`config.mk`:
```
export PLATFORM = sky130hd
export DESIGN_NAME = dbpc_top
export DESIGN_NICKNAME = d
export VERILOG_FILES = /design/src/dbpc_pkg.sv /design/src/dbpc_top.sv /design/src/dbpc_sync.sv /design/src/dbpc_bank.sv
export VERILOG_INCLUDE_DIRS = /design/src
export SDC_FILE = /design/constraint.sdc
export NUM_CORES = 1
export LEC_CHECK = 0
export BUFFER_PORTS_ARGS = -buffer_cell sky130_fd_sc_hd__buf_4
export CORE_MARGIN = 2
export CORE_UTILIZATION = 40
export CTS_CLUSTER_DIAMETER = 200
export DETAILED_ROUTE_END_ITERATION = 8
export GPL_TIMING_DRIVEN = 0
export PLACE_DENSITY = 0.67
export SYNTH_ARGS = -nofsm -noshare
export SYNTH_HDL_FRONTEND = slang
export SYNTH_SLANG_ARGS = --single-unit
```
`constraint.sdc`:
```
create_clock -name pclk -period 4.6 [get_ports pclk]
set_input_delay 0.23 -clock pclk [delete_from_list [all_inputs] [get_ports pclk]]
set_output_delay 0.23 -clock pclk [all_outputs]
set_load 0.05 [all_outputs]
```
`src/dbpc_map.svh`:
```
`ifndef DBPC_MAP_SVH
`define DBPC_MAP_SVH

// Register byte offsets
`define DBPC_OFF_CTRL 8'h00
`define DBPC_OFF_TRAS 8'h04
`define DBPC_OFF_TRPPB 8'h08
`define DBPC_OFF_TRPAB 8'h0C
`define DBPC_OFF_NRTP 8'h10
`define DBPC_OFF_WL 8'h14
`define DBPC_OFF_NWR 8'h18
`define DBPC_OFF_STAT 8'h1C
`define DBPC_OFF_ERR 8'h20

// Field positions
`define DBPC_BL32_BIT 0
`define DBPC_FLAG_BIT 5
`define DBPC_ERR_COL_BIT 0
`define DBPC_ERR_ACT_BIT 1

// Reset values, counts in link clock cycles
`define DBPC_RST_BL32 1'b0
`define DBPC_RST_TRAS 8'h06
`define DBPC_RST_TRPPB 8'h04
`define DBPC_RST_TRPAB 8'h06
`define DBPC_RST_NRTP 8'h02
`define DBPC_RST_WL 8'h04
`define DBPC_RST_NWR 8'h06

// First-cycle command codes on ca[4:0]
`define DBPC_OP_ACT 5'h01
`define DBPC_OP_RD 5'h02
`define DBPC_OP_WR 5'h04
`define DBPC_OP_MWR 5'h06
`define DBPC_OP_PRE 5'h10

// Burst timing in link clock cycles, and the bank count
`define DBPC_HALF_BL16 9'h008
`define DBPC_HALF_BL32 9'h010
`define DBPC_BL32_RTP_GAP 9'h008
`define DBPC_WR_EXTRA 9'h001
`define DBPC_NBANK 8

`endif

```
`src/dbpc_pkg.sv`:
```
package dbpc_pkg;

   typedef enum logic [1:0] {DEC_FIRST = 2'b01, DEC_SECOND = 2'b10} dbpc_dec_e;

   typedef enum logic [3:0] {
      BK_IDLE = 4'b0001,
      BK_OPEN = 4'b0010,
      BK_APWAIT = 4'b0100,
      BK_CLOSE = 4'b1000
   } dbpc_bank_e;

   typedef struct packed {
      logic ck;
      logic cs;
      logic [5:0] ca;
   } dbpc_link_s;

   typedef struct packed {
      logic bl32;
      logic [7:0] tras;
      logic [7:0] trppb;
      logic [7:0] trpab;
      logic [7:0] nrtp;
      logic [7:0] wl;
      logic [7:0] nwr;
   } dbpc_cfg_s;

   typedef struct packed {
      logic act;
      logic pre;
      logic col;
      logic ap;
      logic [8:0] trp;
      logic [8:0] ap_delay;
   } dbpc_bank_cmd_s;

endpackage : dbpc_pkg

```
`src/dbpc_top.sv`:
```
// Our own choices: the APB interface to the registers and the register offsets.
`timescale 1ns/10ps
`include "dbpc_map.svh"
module dbpc_top
(
   input wire logic pclk,
   input wire logic presetn,
   input wire logic [7:0] paddr,
   input wire logic psel,
   input wire logic penable,
   input wire logic pwrite,
   input wire logic [31:0] pwdata,
   input wire logic [3:0] pstrb,
   output logic [31:0] prdata,
   output logic pready,
   output logic pslverr,
   input wire dbpc_pkg::dbpc_link_s link,
   output logic [7:0] bank_open,
   output logic [7:0] bank_closing,
   output logic [1:0] cmd_error
);
   import dbpc_pkg::*;

   dbpc_link_s lk;
   dbpc_cfg_s cfg;
   dbpc_cfg_s next_cfg;
   dbpc_dec_e dec;
   dbpc_dec_e next_dec;
   dbpc_bank_cmd_s bcmd [`DBPC_NBANK];
   logic ck_q;
   logic next_ck_q;
   logic [4:0] op;
   logic [4:0] next_op;
   logic flag;
   logic next_flag;
   logic tick;
   logic issue;
   logic [2:0] bank;
   logic is_col;
   logic [7:0] open_w;
   logic [7:0] closing_w;
   logic [8:0] trpab_eff;
   logic [8:0] rd_delay;
   logic [8:0] wr_delay;
   logic [1:0] err_set;
   logic [1:0] next_err;
   logic [31:0] next_prdata;
   logic [31:0] rd_mux;
   logic next_pready;
   logic next_pslverr;
   logic mapped;
   logic wr_fire;
   logic access;
   logic [2:0] bank_q;

   dbpc_sync #(.W(8)) u_sync
   (
      .pclk(pclk),
      .presetn(presetn),
      .din(link),
      .dout(lk)
   );

   // Command decode on link clock rising edges
   assign tick = lk.ck && !ck_q;
   assign issue = tick && (dec == DEC_SECOND);
   assign bank = lk.ca[2:0];
   assign is_col = (op == `DBPC_OP_RD) || (op == `DBPC_OP_WR) || (op == `DBPC_OP_MWR);

   always_comb
   begin
      next_ck_q = lk.ck;
      next_dec = dec;
      next_op = op;
      next_flag = flag;
      unique case (dec)
         DEC_FIRST:
         begin
            if (tick && lk.cs)
            begin
               next_dec = DEC_SECOND;
               next_op = lk.ca[4:0];
               next_flag = lk.ca[`DBPC_FLAG_BIT];
            end
         end
         DEC_SECOND:
         begin
            if (tick)
            begin
               next_dec = DEC_FIRST;
            end
         end
         default:
         begin
            next_dec = DEC_FIRST;
         end
      endcase
   end

   always_ff @(posedge pclk or negedge presetn)
   begin
      if (!presetn)
      begin
         ck_q <= 1'b0;
         dec <= DEC_FIRST;
         op <= 5'h00;
         flag <= 1'b0;
      end
      else
      begin
         ck_q <= next_ck_q;
         dec <= next_dec;
         op <= next_op;
         flag <= next_flag;
      end
   end

   // All-bank interval forced above single-bank interval
   assign trpab_eff = (cfg.trpab > cfg.trppb) ? {1'b0, cfg.trpab} :
      ({1'b0, cfg.trppb} + 9'h001);

   // Read close delay: tRTP, shifted by BL/2-8 for BL32
   assign rd_delay = {1'b0, cfg.nrtp} + (cfg.bl32 ? `DBPC_BL32_RTP_GAP : 9'h000);

   // Write close delay ends on a prefetch group boundary
   assign wr_delay = {1'b0, cfg.wl} + (cfg.bl32 ? `DBPC_HALF_BL32 : `DBPC_HALF_BL16) +
      {1'b0, cfg.nwr} + `DBPC_WR_EXTRA;

   genvar gi;
   generate
      for (gi = 0; gi < `DBPC_NBANK; gi++)
      begin : g_bank
         always_comb
         begin
            bcmd[gi].act = issue && (op == `DBPC_OP_ACT) && (bank == 3'(gi));
            bcmd[gi].pre = issue && (op == `DBPC_OP_PRE) && (flag || bank == 3'(gi));
            bcmd[gi].col = issue && is_col && (bank == 3'(gi));
            bcmd[gi].ap = flag;
            bcmd[gi].trp = (issue && op == `DBPC_OP_PRE && flag) ? trpab_eff :
               {1'b0, cfg.trppb};
            bcmd[gi].ap_delay = (op == `DBPC_OP_RD) ? rd_delay : wr_delay;
         end

         dbpc_bank u_bank
         (
            .pclk(pclk),
            .presetn(presetn),
            .tick(tick),
            .cmd(bcmd[gi]),
            .tras(cfg.tras),
            .is_open(open_w[gi]),
            .is_closing(closing_w[gi])
         );
      end
   endgenerate

   // Column to closed bank, or activate to a bank not yet idle
   assign err_set[`DBPC_ERR_COL_BIT] = issue && is_col && !open_w[bank];
   assign err_set[`DBPC_ERR_ACT_BIT] = issue && (op == `DBPC_OP_ACT) &&
      (open_w[bank] || closing_w[bank]);

   // APB slave, one wait state
   assign access = psel && penable && !pready;
   assign mapped = (paddr[1:0] == 2'b00) && (paddr <= `DBPC_OFF_ERR);
   assign wr_fire = psel && penable && pready && pwrite && !pslverr && pstrb[0];

   always_comb
   begin
      unique case (paddr)
         `DBPC_OFF_CTRL: rd_mux = {31'h0, cfg.bl32};
         `DBPC_OFF_TRAS: rd_mux = {24'h0, cfg.tras};
         `DBPC_OFF_TRPPB: rd_mux = {24'h0, cfg.trppb};
         `DBPC_OFF_TRPAB: rd_mux = {24'h0, cfg.trpab};
         `DBPC_OFF_NRTP: rd_mux = {24'h0, cfg.nrtp};
         `DBPC_OFF_WL: rd_mux = {24'h0, cfg.wl};
         `DBPC_OFF_NWR: rd_mux = {24'h0, cfg.nwr};
         `DBPC_OFF_STAT: rd_mux = {16'h0, closing_w, open_w};
         `DBPC_OFF_ERR: rd_mux = {30'h0, cmd_error};
         default: rd_mux = 32'h0;
      endcase
   end

   always_comb
   begin
      next_cfg = cfg;
      next_pready = access;
      next_pslverr = access && !mapped;
      next_prdata = (access && !pwrite && mapped) ? rd_mux : 32'h0;
      next_err = cmd_error;
      if (wr_fire)
      begin
         unique case (paddr)
            `DBPC_OFF_CTRL: next_cfg.bl32 = pwdata[`DBPC_BL32_BIT];
            `DBPC_OFF_TRAS: next_cfg.tras = pwdata[7:0];
            `DBPC_OFF_TRPPB: next_cfg.trppb = pwdata[7:0];
            `DBPC_OFF_TRPAB: next_cfg.trpab = pwdata[7:0];
            `DBPC_OFF_NRTP: next_cfg.nrtp = pwdata[7:0];
            `DBPC_OFF_WL: next_cfg.wl = pwdata[7:0];
            `DBPC_OFF_NWR: next_cfg.nwr = pwdata[7:0];
            `DBPC_OFF_ERR: next_err = cmd_error & ~pwdata[1:0];
            default: next_cfg = cfg;
         endcase
      end
      // New events win over a clear in the same cycle
      next_err = next_err | err_set;
   end

   always_ff @(posedge pclk or negedge presetn)
   begin
      if (!presetn)
      begin
         cfg <= '{bl32: `DBPC_RST_BL32, tras: `DBPC_RST_TRAS, trppb: `DBPC_RST_TRPPB,
            trpab: `DBPC_RST_TRPAB, nrtp: `DBPC_RST_NRTP, wl: `DBPC_RST_WL,
            nwr: `DBPC_RST_NWR};
         pready <= 1'b0;
         pslverr <= 1'b0;
         prdata <= 32'h0;
         cmd_error <= 2'b00;
      end
      else
      begin
         cfg <= next_cfg;
         pready <= next_pready;
         pslverr <= next_pslverr;
         prdata <= next_prdata;
         cmd_error <= next_err;
      end
   end

   // Bank state registered onto the outputs
   always_ff @(posedge pclk or negedge presetn)
   begin
      if (!presetn)
      begin
         bank_open <= 8'h00;
         bank_closing <= 8'h00;
      end
      else
      begin
         bank_open <= open_w;
         bank_closing <= closing_w;
      end
   end

   always_ff @(posedge pclk or negedge presetn)
   begin
      if (!presetn)
      begin
         bank_q <= 3'h0;
      end
      else if (issue)
      begin
         bank_q <= bank;
      end
   end
endmodule : dbpc_top

```
`src/dbpc_sync.sv`:
```
`timescale 1ns/10ps
module dbpc_sync
#(
   parameter int W = 8
)
(
   input wire logic pclk,
   input wire logic presetn,
   input wire logic [W-1:0] din,
   output logic [W-1:0] dout
);
   logic [W-1:0] s1;
   logic [W-1:0] s2;
   logic [W-1:0] s3;
   logic [W-1:0] next_dout;

   // A bit changes only once the second and third stages agree
   always_comb
   begin
      for (int i = 0; i < W; i++)
      begin
         next_dout[i] = (s2[i] == s3[i]) ? s3[i] : dout[i];
      end
   end

   always_ff @(posedge pclk or negedge presetn)
   begin
      if (!presetn)
      begin
         s1 <= '0;
         s2 <= '0;
         s3 <= '0;
         dout <= '0;
      end
      else
      begin
         s1 <= din;
         s2 <= s1;
         s3 <= s2;
         dout <= next_dout;
      end
   end
endmodule : dbpc_sync

```
`src/dbpc_bank.sv`:
```
`timescale 1ns/10ps
module dbpc_bank
(
   input wire logic pclk,
   input wire logic presetn,
   input wire logic tick,
   input wire dbpc_pkg::dbpc_bank_cmd_s cmd,
   input wire logic [7:0] tras,
   output logic is_open,
   output logic is_closing
);
   import dbpc_pkg::*;

   dbpc_bank_e state;
   dbpc_bank_e next_state;
   logic [7:0] ras;
   logic [7:0] next_ras;
   logic [8:0] cnt;
   logic [8:0] next_cnt;

   always_comb
   begin
      next_state = state;
      next_ras = ras;
      next_cnt = cnt;
      if (tick && ras != 8'hFF)
      begin
         next_ras = ras + 8'h01;
      end
      unique case (state)
         BK_IDLE:
         begin
            if (cmd.act)
            begin
               next_state = BK_OPEN;
               next_ras = 8'h00;
            end
         end
         BK_OPEN:
         begin
            if (cmd.pre)
            begin
               next_state = BK_CLOSE;
               next_cnt = cmd.trp;
            end
            else if (cmd.col && cmd.ap)
            begin
               next_state = BK_APWAIT;
               next_cnt = cmd.ap_delay;
            end
         end
         BK_APWAIT:
         begin
            if (tick)
            begin
               if (cnt != 9'h000)
               begin
                  next_cnt = cnt - 9'h001;
               end
               else if (ras >= tras)
               begin
                  next_state = BK_CLOSE;
                  next_cnt = cmd.trp;
               end
            end
         end
         BK_CLOSE:
         begin
            if (tick)
            begin
               if (cnt <= 9'h001)
               begin
                  next_state = BK_IDLE;
               end
               else
               begin
                  next_cnt = cnt - 9'h001;
               end
            end
         end
         default:
         begin
            next_state = BK_IDLE;
         end
      endcase
   end

   always_ff @(posedge pclk or negedge presetn)
   begin
      if (!presetn)
      begin
         state <= BK_IDLE;
         ras <= 8'h00;
         cnt <= 9'h000;
      end
      else
      begin
         state <= next_state;
         ras <= next_ras;
         cnt <= next_cnt;
      end
   end

   assign is_open = (state == BK_OPEN) || (state == BK_APWAIT);
   assign is_closing = (state == BK_CLOSE);
endmodule : dbpc_bank

```
Yosys cells after proc, flatten, opt, wreduce, memory -nomap -nowiden
Cells that the tools add are included.
Widths: inputs -> output; s select.
{"block": "word_totals", "input_bits": 57, "register_bits": 310, "out_inout_bits": 52}
{"block": "classes", "n_reduce_logical": 128, "n_bitwise": 3, "add_sub_neg": 21, "mux": 176, "order_cmp": 19, "n_eq_ne": 144}
{"op": "$mux 9", "n": 59}
{"op": "$mux 4", "n": 65}
{"op": "$pmux 9 s3", "n": 8}
{"op": "$mux 8", "n": 24}
{"op": "$pmux 16 s9", "n": 1}
{"op": "$pmux 4 s4", "n": 8}
{"op": "$ne 2x2->1 const B", "n": 47}
{"op": "$le 9x1->1 const B", "n": 8}
{"op": "$reduce_bool 9->1", "n": 8}
{"op": "$sub 9x1->9 const B", "n": 8}
{"op": "$add 8x1->8 const B", "n": 8}
{"op": "$ge 8x8->1", "n": 8}
{"op": "$ne 8x8->1 const B", "n": 8}
{"op": "$logic_and 1x1->1", "n": 59}
{"op": "$reduce_and 7->1", "n": 8}
{"op": "$reduce_and 6->1", "n": 8}
{"op": "$eq 4x1->1 const B", "n": 8}
{"op": "$eq 4x2->1 const B", "n": 8}
{"op": "$eq 4x3->1 const B", "n": 8}
{"op": "$eq 4x4->1 const B", "n": 8}
{"op": "$eq 8x5->1 const B", "n": 4}
{"op": "$mux 32", "n": 1}
{"op": "$ne 3x1->1 const B", "n": 8}
{"op": "$ne 3x2->1 const B", "n": 8}
{"op": "37 further kinds", "n": 103}

Logic depth before layout (Yosys ltp)
Gate-level depths: netlist of the first run.
{"block": "logic_depth", "word_depth": 10, "ltp_mapped": 13}

By module
A second synthesis of the first run with hierarchy kept.
{"block": "unflattened", "hier_cells": 2037, "hier_area_um2": 19338.5}
{"module": "dbpc_bank (g_bank[0].u_bank ...)", "instances": 6, "cells_per_inst": 185, "area_per_inst_um2": 1621.6}
{"module": "dbpc_top", "instances": 1, "cells_per_inst": 501, "area_per_inst_um2": 5305.1}
{"module": "dbpc_bank (g_bank[2].u_bank)", "instances": 1, "cells_per_inst": 194, "area_per_inst_um2": 1721.7}
{"module": "dbpc_bank (g_bank[7].u_bank)", "instances": 1, "cells_per_inst": 192, "area_per_inst_um2": 1691.6}
{"module": "dbpc_sync", "instances": 1, "cells_per_inst": 40, "area_per_inst_um2": 890.9}

Least setup slack after synthesis of the first run
OpenSTA, ideal clock, no wires.
{"block": "synth_timing", "path_type": "register -> register", "from": "reg cfg[48] (netlist bit)", "to": "reg g_bank[0].u_bank.cnt[8]", "period_less_slack_ns": 2.923, "arrival_ns": 2.808, "path_stages_with_launch": 11, "slack_ns": 1.677, "n_path_buf": 0, "path_cell_list": "dfrtp_1 -> inv_1 -> fa_1 -> ha_1 -> o21a_1 -> a2111o_1 -> a31oi_1 -> xor2_1 -> o21ai_1 -> a21oi_1 -> o311ai_0"}
{"block": "synth_via", "elab_chain_cells": 8, "word_cells_on_any_way": 10, "classes_between": "add/sub: 4; mux: 6"}
{"item": "start, declared", "line": "dbpc_top.sv:25", "text": "dbpc_cfg_s cfg;"}
{"item": "start signal, assigned", "line": "dbpc_top.sv:212", "text": "cfg <= '{bl32: `DBPC_RST_BL32, tras: `DBPC_RST_TRAS, trppb: `DBPC_RST_TRPPB,"}
{"item": "start signal, assigned", "line": "dbpc_top.sv:222", "text": "cfg <= next_cfg;"}
{"item": "$mux 5 (no source line)"}
{"item": "$add 8x5->9", "line": "dbpc_top.sv:126", "text": "assign wr_delay = {1'b0, cfg.wl} + (cfg.bl32 ? `DBPC_HALF_BL32 : `DBPC_HALF_BL16) +"}
{"item": "$add 9x8->9", "line": "dbpc_top.sv:126"}
{"item": "$add 9x1->9 (no source line)"}
{"item": "$mux 9 *", "line": "dbpc_top.sv:141", "text": "bcmd[gi].ap_delay = (op == `DBPC_OP_RD) ? rd_delay : wr_delay;"}
{"item": "$mux 9 *", "line": "dbpc_bank.sv:46", "text": "else if (cmd.col && cmd.ap)"}
{"item": "$mux 9 *", "line": "dbpc_bank.sv:41", "text": "if (cmd.pre)"}
{"item": "$pmux 9 s3 *", "line": "dbpc_bank.sv:30", "text": "unique case (state)"}
{"item": "end signal, assigned", "line": "dbpc_bank.sv:100", "text": "cnt <= next_cnt;"}
{"item": "end, declared", "line": "dbpc_bank.sv:18", "text": "logic [8:0] cnt;"}
Every way passes the cells marked *; elsewhere a longest branch is shown, timed or not. The select of a mux whose other input is x is not followed.
A chain may end at the register's enable or synchronous reset.

Worst setup path in the final report of the first run
{"block": "layout_timing", "from": "reg cfg[39] (netlist bit)", "to": "reg g_bank[2].u_bank.cnt[6]"}
{"block": "layout_via", "elab_chain_cells": 7, "word_cells_on_any_way": 8, "classes_between": "order compare: 1; mux: 7"}
{"item": "$gt 8x8->1 *", "line": "dbpc_top.sv:119", "text": "assign trpab_eff = (cfg.trpab > cfg.trppb) ? {1'b0, cfg.trpab} :"}
{"item": "$mux 9 *", "line": "dbpc_top.sv:119"}
{"item": "$mux 9 *", "line": "dbpc_top.sv:139", "text": "bcmd[gi].trp = (issue && op == `DBPC_OP_PRE && flag) ? trpab_eff :"}
{"item": "$mux 9", "line": "dbpc_bank.sv:60", "text": "else if (ras >= tras)"}
{"item": "$mux 9", "line": "dbpc_bank.sv:56", "text": "if (cnt != 9'h000)"}
{"item": "$mux 9", "line": "dbpc_bank.sv:54", "text": "if (tick)"}
{"item": "$pmux 9 s3 *", "line": "dbpc_bank.sv:30"}
{"item": "end signal, assigned", "line": "dbpc_bank.sv:100"}
{"item": "end, declared", "line": "dbpc_bank.sv:18"}
Marks and branches as above.

==> results of run 1 <==
==> metal layers <==
| layer | routed length (um) | part of all wire (%) |
|---|---|---|
| met1 | 24300 | 41 |
| met4 | 3580 | 6.1 |
| met3 | 5630 | 9.6 |
| met2 | 25300 | 43 |
| met5 | 0 | 0 |
==> worst reg2reg max path: stages, from the launching register on <==
cell and delay [ns]:
dfrtp_1 0.41, clkinv_1 0.24, ha_1 0.39, nand4_1 0.19, nor2_1 0.11, a211oi_2 0.55
nor2_1 0.23, o311ai_2 1.26, o221ai_1 0.32, mux2_2 0.33
==> report_power, final <==
part,switching [mW],internal [mW],total [mW]
sequential,0.614,3.10,3.71
combinational,1.89,1.30,3.19
clock,1.15,1.62,2.77
==> timing repair <==
item / in CTS / in global routing
endpoints found under the setup margin: 0 / 0
hold endpoints to repair: 119 / 0
hold buffers: 19 / 0
==> flip-flops by register name (all words and copies together) (netlist names), 2 cells and up <==
name,cells
u_sync.dout,8
cfg,49
op,5
prdata,16
cmd_error,2
bank_closing,8
g_bank.u_bank.state,32
u_sync.s3,8
u_sync.s1,8
dec,2
g_bank.u_bank.ras,64
g_bank.u_bank.cnt,72
u_sync.s2,8
bank_open,8
==> metrics by stage <==
step,std cells,setup slack [ns]
2_1_floorplan,1963,1.68
3_3_place_gp,2627,0.606
3_5_place_dp,2632,0.599
4_1_cts,2716,0.554
5_1_grt,2717,0.301
6_report,2717,0.420
==> cells by family (layout without fill, tap and decap cells) <==
family / count (synthesis) / count (layout) / share of synthesized area, %
flip-flops: 294 / 294 / 39.9
other: 1 / 16 / 0.0203
adder cells (fa/ha/maj): 123 / 123 / 8.33
XOR/XNOR: 92 / 92 / 4.35
AO/OA/AOI/OAI: 487 / 487 / 17.9
buffers and inverters: 145 / 299 / 3.46
multiplexers: 90 / 90 / 5.66
AND/OR/NAND/NOR: 716 / 716 / 20.4
==> cell type report <==
| cell class | instances | area [um^2] |
|---|---|---|
| plain buffers | 65 | 340 |
| well taps | 600 | 751 |
| repair buffers | 89 | 774 |
| clock inverters | 9 | 87.6 |
| multi-input cells | 1524 | 10500 |
| flip-flops and latches | 294 | 7380 |
| clock buffers | 56 | 1050 |
| inverters | 80 | 300 |
| fillers | 4308 | 24300 |
==> worst paths after layout <==
path,start,to,cells after the start
max in group asynchronous,presetn,g_bank[2].u_bank.ras[6],3
worst max register to register,cfg[39],g_bank[2].u_bank.cnt[6],9
worst min register to register,u_sync.s1[3],u_sync.s2[3],0
worst min-delay path,paddr[4],prdata[0],4
worst max-delay path,cfg[39],g_bank[2].u_bank.cnt[6],9
min in group asynchronous,presetn,bank_closing[6],2
==> synth_stat cells (all sizes together), types with 40 or more instances <==
| cell type | instances |
|---|---|
| dfrtp | 276 |
| a21oi | 84 |
| nor2 | 218 |
| mux2 | 74 |
| buf | 40 |
| o21ai | 113 |
| ha | 112 |
| xor2 | 46 |
| nand2 | 148 |
| nor3 | 56 |
| xnor2 | 46 |
| inv | 78 |
==> flow_summary.ini, run 1 <==
[cts]
root_buffer = clkbuf_16
clkTransAtPathRegs_ns = 0.06
post_cts_buffers = 0
cts_resized = 0
clk_latency_ns = 0.58
cts_tree = built
cts_buffers = 36
clk_path_buf_depth = 3
htreeDepth = 2
clock_sinks = 294

[logic_synthesis]
synth_seq_cells = 294
synthTopCellsByArea = dfrtp_1 (37%), ha_1 (7.6%), mux2_2 (4.4%), nor2_1 (4.4%), nand2_1 (3.0%)
syn_area_mm2 = 0.0185
synthDistinctLibCells = 98
synth_top_area_share_pct = 37.3
synthFlopType = dfrtp_1
syn_avg_cell_area_um2 = 9.50
syn_inst = 1948
synth_seq_area_share_pct = 39.9
ys_async_sr_fraction_pct = 100
yosys_warnings = 0
synth_edf_count = 0
yosys.area.top_type = dfrtp_1

[global_routing]
antenna_found_initial = 0
grt_pass1_wl_um = 90400
grt_pass1_vias = 15700
grt_usage_pct = 24.5
grt_overflow = 0
use_met2_pct = 36.8
grt_use_met1_pct = 32.2
top_usage_layer = met2
grt_max_degree = 127
met3_usage_pct = 5.68

[timing]
worst_pin_slew_ns = 1.59
setup_tns_ns = 0
drv_slew = 19
period_minus_slack_ns = 4.18
max_slew_margin_pct = -6.07
clock.fmax_mhz = 239
finalClockSkew_ns = 0.0390
holdWs_ns = 0.0934
rsz0062_at_grt = false
finalCritPeriodShare_pct = 90.9
report.final.setup_viol = 0
hold_viol_final = 0

[cells_and_area]
antenna_cells = 0
drive_above_1_share_pct = 14.8
final_cell_mix = dfrtp_1 (276), nor2_1 (216), nand2_1 (148)
syn_to_final_growth_pct = 14.7
final_core_util_pct = 46.7
nets = 2262
final_area_mm2 = 0.0212
final_common_cell = dfrtp_1

[floorplanning]
initial_core_util_pct = 40.7
core_area_mm2 = 0.0455
dieWidth_um = 219
ios = 109
fp.dieH_um = 219
die_area_mm2 = 0.0480
rows = 78

[power_and_ir_drop]
ir_drop_v = 0.000259
leakagePower_nw = 9.31
power_density_mw_per_mm2 = 456
finalPower_mw = 9.67

[worst_setup_path]
critPathTopFamily = compound AO/OA/AOI/OAI gates
crit_slowest_cell = o311ai_2
crit_path_start_kind = flip-flop
worst-path-buf-inv = 1
required_ns = 5.02
crit_path_cell_trace = clkinv_1 > ha_1 > nand4_1 > nor2_1 > a211oi_2 > nor2_1 > o311ai_2 > o221ai_1 > mux2_2
crit_path_end_kind = flip-flop
path_max_fanout = 10
slowest_delay_ns = 1.26
r2r_setup_slack_ns = 0.42
critPathKind = reg2reg
crit_arrival_ns = 4.60
crit_path_frequent_cell = nor2_1

[placed_design]
dp_hpwl_um = 41700
gp_congestion = 0.954
port_buffers = 64
place_area_mm2 = 0.0199

[routing]
wl_per_cell_um = 21.7
via_per_inst = 6.08
dr.pass1.iters = 8
ant_nets = 0
via_count = 16500
finalWirelength_um = 58800
drc = 0
dr.first_iter.drc_count = 1759

[worst_hold_path]
hp-class = in2reg

[job]
drv_cap = 3

[outcome]
outcome = finished, violations left
violations = max-capacitance violations, max-slew violations
Power figures use the tool's default switching activity.
==> run 2, diff against run 1 <==
--- a/config.mk
+++ b/config.mk
@@ -6,6 +6,7 @@
 export SDC_FILE = /design/constraint.sdc
 export NUM_CORES = 1
 export LEC_CHECK = 0
+export ABC_AREA = 1
 export BUFFER_PORTS_ARGS = -buffer_cell sky130_fd_sc_hd__buf_4
 export CORE_MARGIN = 2
 export CORE_UTILIZATION = 40
==> run 2 against run 1 <==
Net effect:
- the flow still finishes with violations (max-capacitance violations, max-slew violations)
- via count up 17%
- non-clock buffer count down 31
- synthesized cell count up 40%
- hold slack better by 0.0095 ns
- final cell count up 29%
- power up 24%
- worst setup slack better by 0.20 ns
- clock skew down 0.021 ns
- critical endpoint is now g_bank[2].u_bank.cnt[1]
- highest routed layer is now met5
==> flow_summary.ini, run 2 <==
[outcome]
outcome = finished, violations left
violations = max-capacitance violations, max-slew violations

[logic_synthesis]
synth_seq_area_share_pct = 37.7
syn_inst = 2723
synth_commonest_cells = nand2_1 (838), inv_1 (316), dfrtp_1 (276), nand3_1 (244), nor2_1 (207)
synth.most_common_cell = nand2_1
synthTopCellsByArea = dfrtp_1 (35%), nand2_1 (16%), ha_1 (7.2%), nand3_1 (6.2%), inv_1 (6.1%)
synth_seq_cells = 294
ys_async_sr_fraction_pct = 100
yosys.area.top_type = dfrtp_1
syn_area_mm2 = 0.0196
synth_edf_count = 0
yosys_warnings = 0
syn_avg_cell_area_um2 = 7.19
synthDistinctLibCells = 55
synth_top_area_share_pct = 35.3
synthFlopType = dfrtp_1

[cells_and_area]
drive_above_1_share_pct = 9.19
largest_reg_flops = 72
final_common_cell = nand2_1
reg_top3 = g_bank.u_bank.cnt: 72 flops, g_bank.u_bank.ras: 64 flops, cfg: 49 flops
syn_to_final_growth_pct = 14.5
top_register = g_bank.u_bank.cnt
nets = 3027
fin_cells = 3505
final_cell_mix = nand2_1 (838), inv_1 (316), dfrtp_1 (276)
antenna_cells = 0

[timing]
setup_tns_ns = 0
finalCritPeriodShare_pct = 86.4
hold_viol_final = 0
finalClockSkew_ns = 0.0181
rsz0062_at_grt = false
clock.fmax_mhz = 251
period_minus_slack_ns = 3.98
worst_pin_slew_ns = 1.60
report.final.setup_viol = 0
setup_slack_ns = 0.624
max_slew_margin_pct = -7.40
drv_slew = 9

[power_and_ir_drop]
ir_drop_v = 0.000315
power.share.clock_pct = 26.3
sw_frac_of_total_pct = 42.6
leakagePower_nw = 11.6
p_sw_mw = 5.11
comb_power_share_pct = 41.7
seq_power_share_pct = 32.0
p_int_mw = 6.89
power_density_mw_per_mm2 = 535

[placed_design]
port_buffers = 65
placed_cells = 3427
gp_congestion = 0.966
dp_hpwl_um = 46300
pre_cts_ws_ns = 0.868

[cts]
htreeDepth = 2
cts_buffers = 36
clkTransAtPathRegs_ns = 0.06
post_cts_buffers = 0
cts_tree = built
root_buffer = clkbuf_16
clk_latency_ns = 0.58
clk_path_buf_depth = 3
clock_sinks = 294

[worst_setup_path]
path_max_fanout = 10
crit_path_start_kind = flip-flop
crit_arrival_ns = 4.49
crit_path_cell_trace = clkbuf_1 > inv_1 > ha_1 > nand2_1 > inv_1 > nand2_1 > nand2_1 > nand2_1 > nand2_1 > nand2_1 > buf_2 > o211ai_1 > nand3_1 > nand3_1 > nand2_1 > nand2_1
r2r_setup_slack_ns = 0.62
reg2reg_from = cfg[34]
r2r-end = g_bank[2].u_bank.cnt[1]
r2r_cells = 16
crit_path_frequent_cell = nand2_1
crit_path_end_kind = flip-flop
critPathKind = reg2reg
crit_slowest_cell = o211ai_1
required_ns = 5.12
slowest_delay_ns = 1.24

[routing]
dr.pass1.iters = 6
finalWirelength_um = 64900
via_per_inst = 5.51
dr.first_iter.drc_count = 2238
via_count = 19300
drc = 0
wl_per_cell_um = 18.5
ant_nets = 0

[global_routing]
grt_max_degree = 125
grt_pass1_vias = 18700
grt_usage_pct = 25.8
antenna_found_initial = 2
grt_pass1_wl_um = 101000
grt_overflow = 0

[floorplanning]
initial_core_util_pct = 40.2
fp.dieH_um = 225
ios = 109
core_area_mm2 = 0.0486
rows = 81
die_area_mm2 = 0.0507
dieWidth_um = 225

[worst_hold_path]
min_from = paddr[7]
min_to = pslverr
hold_depth = 5
hp-class = in2reg

[job]
drv_cap = 1
[run 2: final cells by class]
cell class / instances / area, um^2
Tap cell: 622 / 778
Clock inverter: 11 / 189
Inverter: 341 / 1280
Timing Repair Buffer: 79 / 671
Buffer: 44 / 258
Fill cell: 4810 / 26200
Clock buffer: 55 / 1130
Sequential cell: 294 / 7380
Multi-Input combinational cell: 2059 / 10700
[run 2: power groups by stage]
stage                     Combinational [mW]  Sequential (mW)  Clock (mW)
final                                   5.01             3.84        3.15
after floorplan                         3.65             3.81           0
after global routing                    5.65             3.92        3.32
after detailed placement                4.90             3.86           0
after global placement                  4.74             3.84           0
after CTS                               4.93             3.83        3.21
[run 2: routing by layer]
| layer | vias up | wire (um) | GRT usage [%] |
|---|---|---|---|
| li1 | 9131 | - | - |
| met1 | 9027 | 26600 | 33.5 |
| met2 | 899 | 28300 | 40.2 |
| met3 | 237 | 6470 | 5.70 |
| met4 | 2 | 3520 | 14.0 |
| met5 | - | 13 | 0 |
[run 2: how the worst max path moves through the flow]
stage,from,end,cells past startpoint
CTS,cfg[34],g_bank[2].u_bank.cnt[1],16
finish,cfg[34],g_bank[2].u_bank.cnt[1],16
detailed placement,cfg[34],g_bank[2].u_bank.cnt[1],16
global route,cfg[34],g_bank[2].u_bank.cnt[1],16
global placement,presetn,g_bank[5].u_bank.cnt[4],1
floorplan,cfg[34],g_bank[0].u_bank.cnt[1],16
[run 2: what timing repair did]
item | 4_1_cts | 5_1_grt
endpoints found under the hold margin | 90 | 0
hold buffers | 12 | 0
gates resized for setup | 0 | 0
[run 2: cell families after synthesis]
kind of cell               share of synthesized area, %
DFF                                                37.7
buffers and inverters                              7.85
and+or+nand+nor                                    32.8
adders and majority gates                          7.87
xor gates and xnor gates                           3.00
AOI/OAI and AO/OA                                  10.7
muxes                                            0.0511
other                                            0.0192
[run 2: through the flow]
stage / instance area [um^2] / power (mW) / util (%) / hold slack, ns
final: 22400 / 12.0 / 46.1 / 0.103
after global routing: 22400 / 12.9 / 46.1 / 0.107
after CTS: 22400 / 12.0 / 46.1 / 0.0772
after detailed placement: 21000 / 8.76 / 43.1 / 0.303
after global placement: 20900 / 8.57 / 43.0 / 0.332
after floorplan: 19600 / 7.45 / - / -0.0656
[run 2: critical path: cells and delay by family (launching register included)]
family	cells	cell delay (ns)
flip-flops	1	0.51
AO/OA/AOI/OAI	1	1.24
buffers and inverters	4	0.77
AND/OR/NAND/NOR	10	1.07
adder cells (fa/ha/maj)	1	0.30
==> run 3, diff against run 2 <==
--- a/config.mk
+++ b/config.mk
@@ -14,6 +14,7 @@
 export DETAILED_ROUTE_END_ITERATION = 8
 export GPL_TIMING_DRIVEN = 0
 export PLACE_DENSITY = 0.67
+export REMOVE_ABC_BUFFERS = 1
 export SYNTH_ARGS = -nofsm -noshare
 export SYNTH_HDL_FRONTEND = slang
 export SYNTH_SLANG_ARGS = --single-unit
==> run 3 against run 2 <==
Net effect:
- the run now ends clean
- routed wire length is 3.7% lower
- sequential power hardly changed
- clock skew is 0.0080 ns higher
- first-iteration DRC count is 14% lower
- maximum frequency is 11% higher
- hold slack worse by 0.071 ns
- final cell count is 1.2% lower
- core utilization is 0.59 points lower
- critical path depth is 4 lower
- critical endpoint is now g_bank[7].u_bank.cnt[8]
- highest routed layer unchanged
==> flow_summary.ini, run 3 (synthesis results as in run 2) <==
[outcome]
outcome = finished clean

[worst_hold_path]
hp-class = in2reg
min_from = pwdata[4]

[global_routing]
antenna_found_initial = 2
grt_max_degree = 116
grt_pass1_wl_um = 98700
grt_pass1_vias = 18200
grt_overflow = 0
grt_usage_pct = 25.0

[timing]
rsz0062_at_grt = false
setup_slack_ns = 1.02
holdWs_ns = 0.0321
clock.fmax_mhz = 280
drv_slew = 0
period_minus_slack_ns = 3.58
report.final.setup_viol = 0
setup_tns_ns = 0
finalCritPeriodShare_pct = 77.7
hold_viol_final = 0
worst_pin_slew_ns = 1.42
max_slew_margin_pct = 4.40
finalClockSkew_ns = 0.0261

[worst_setup_path]
crit_arrival_ns = 4.08
critPathKind = reg2reg
crit_slowest_cell = nand3_1
crit_path_cell_trace = inv_1 > ha_1 > nand2_1 > nor2_1 > nand4_1 > nand2_1 > nand3_1 > o21ai_0 > o21ai_0 > nand2_1 > nand2_1 > nand2_1
slowest_delay_ns = 0.80
crit_start = cfg[39]
crit_path_end_kind = flip-flop
reg2reg_from = cfg[39]
r2r_setup_slack_ns = 1.02
crit_path_start_kind = flip-flop
path_max_fanout = 16
crit_path_frequent_cell = nand2_1
required_ns = 5.11

[cells_and_area]
reg_top3 = g_bank.u_bank.cnt: 72 flops, g_bank.u_bank.ras: 64 flops, cfg: 49 flops
syn_to_final_growth_pct = 13.0
final_cell_mix = nand2_1 (838), inv_1 (316), dfrtp_1 (276)
drive_above_1_share_pct = 8.38
final_common_cell = nand2_1
final_area_mm2 = 0.0221
fillCellCount = 4856
seqCellArea_mm2 = 0.00738
top_register = g_bank.u_bank.cnt
nets = 2984
largest_reg_flops = 72
multi_input_area_mm2 = 0.0107

[power_and_ir_drop]
leakagePower_nw = 11.4
sw_frac_of_total_pct = 43.0
comb_power_share_pct = 41.7
ir_drop_v = 0.000350
p_int_mw = 6.76
power.share.clock_pct = 25.9
p_sw_mw = 5.10
seq_power_share_pct = 32.4
power_density_mw_per_mm2 = 536

[routing]
drc = 0
dr.first_iter.drc_count = 1931
via_count = 18900
finalWirelength_um = 62500
wl_per_cell_um = 18.1
dr.pass1.iters = 6
ant_nets = 0
via_per_inst = 5.47

[placed_design]
port_buffers = 65
pre_cts_ws_ns = 1.15
gp_congestion = 0.946
dp_hpwl_um = 44800
place_area_mm2 = 0.0207

[floorplanning]
die_area_mm2 = 0.0507
fp.dieH_um = 225
ios = 109
dieWidth_um = 225
rows = 81
initial_core_util_pct = 40.2
core_area_mm2 = 0.0486

[cts]
htreeDepth = 2
root_buffer = clkbuf_16
clk_path_buf_depth = 3
post_cts_buffers = 0
cts_resized = 0
clock_sinks = 294
cts_buffers = 37
clkTransAtPathRegs_ns = 0.06
clk_latency_ns = 0.58
cts_tree = built

[job]
drv_cap = 0
[run 3: cell types whose count changed in the layout (fill, tap and decap cells not counted), moves of 2 or more]
| cell | previous run | this run |
|---|---|---|
| buf_4 | 83 | 64 |
| clkbuf_1 | 22 | 6 |
| buf_2 | 5 | 0 |
| buf_6 | 2 | 0 |
| clkbuf_8 | 14 | 7 |
| clkinv_2 | 4 | 7 |
[run 3: cell type report]
type                    instances  share of cell area, %
repair buffers                 79                   3.03
inverters                     341                   5.78
clock buffers                  50                   4.72
clock inverters                17                   1.12
flip-flops and latches        294                   33.4
well taps                     622                   3.52
multi-input cells            2059                   48.5
diodes                          1                 0.0113
[run 3: path summary, 6_finish.rpt]
path | end | depth (start not counted)
worst max register to register | g_bank[7].u_bank.cnt[8] | 12
worst min-delay path | cfg[28] | 3
worst max-delay path | g_bank[7].u_bank.cnt[8] | 12
min in group asynchronous | u_sync.s1[3] | 2
worst min register to register | u_sync.s2[3] | 0
max in group asynchronous | g_bank[7].u_bank.cnt[5] | 4
[run 3: stage by stage]
step | util (%) | power [mW] | cells
after CTS | 45.5 | 11.8 | 3462
after global routing | 45.5 | 12.8 | 3462
final | 45.5 | 11.9 | 3463
after global placement | 42.4 | 8.52 | 3381
after floorplan | - | 7.42 | 2694
after detailed placement | 42.6 | 8.71 | 3383
[run 3: what timing repair did]
item / in CTS / in global routing
hold buffers: 12 / 0
endpoints found under the hold margin: 87 / 0
endpoints found under the setup margin: 0 / 0
[run 3: power groups by stage]
stage          combinational, mW  clock [mW]  sequential [mW]
2_1_floorplan               3.61           0             3.81
3_3_place_gp                4.67           0             3.85
3_5_place_dp                4.84           0             3.87
4_1_cts                     4.88        3.14             3.84
5_1_grt                     5.62        3.24             3.93
6_report                    4.95        3.07             3.85
[run 3: worst max-delay path: cells and delay by family, from the launching register on]
family / cells / cell delay [ns]
buffers and inverters: 1 / 0.16
AO/OA/AOI/OAI: 2 / 0.55
adder cells (fa/ha/maj): 1 / 0.33
flip-flops: 1 / 0.43
AND/OR/NAND/NOR: 8 / 2.04
[run 3: routing by layer]
metal  vias to the layer above  wire, um  track usage [%]
met5                         -        18                0
met4                         2      2820             11.8
met3                       177      5780             5.10
met2                       848     27200             38.6
met1                      8856     26700             33.5
li1                       9049         -                -
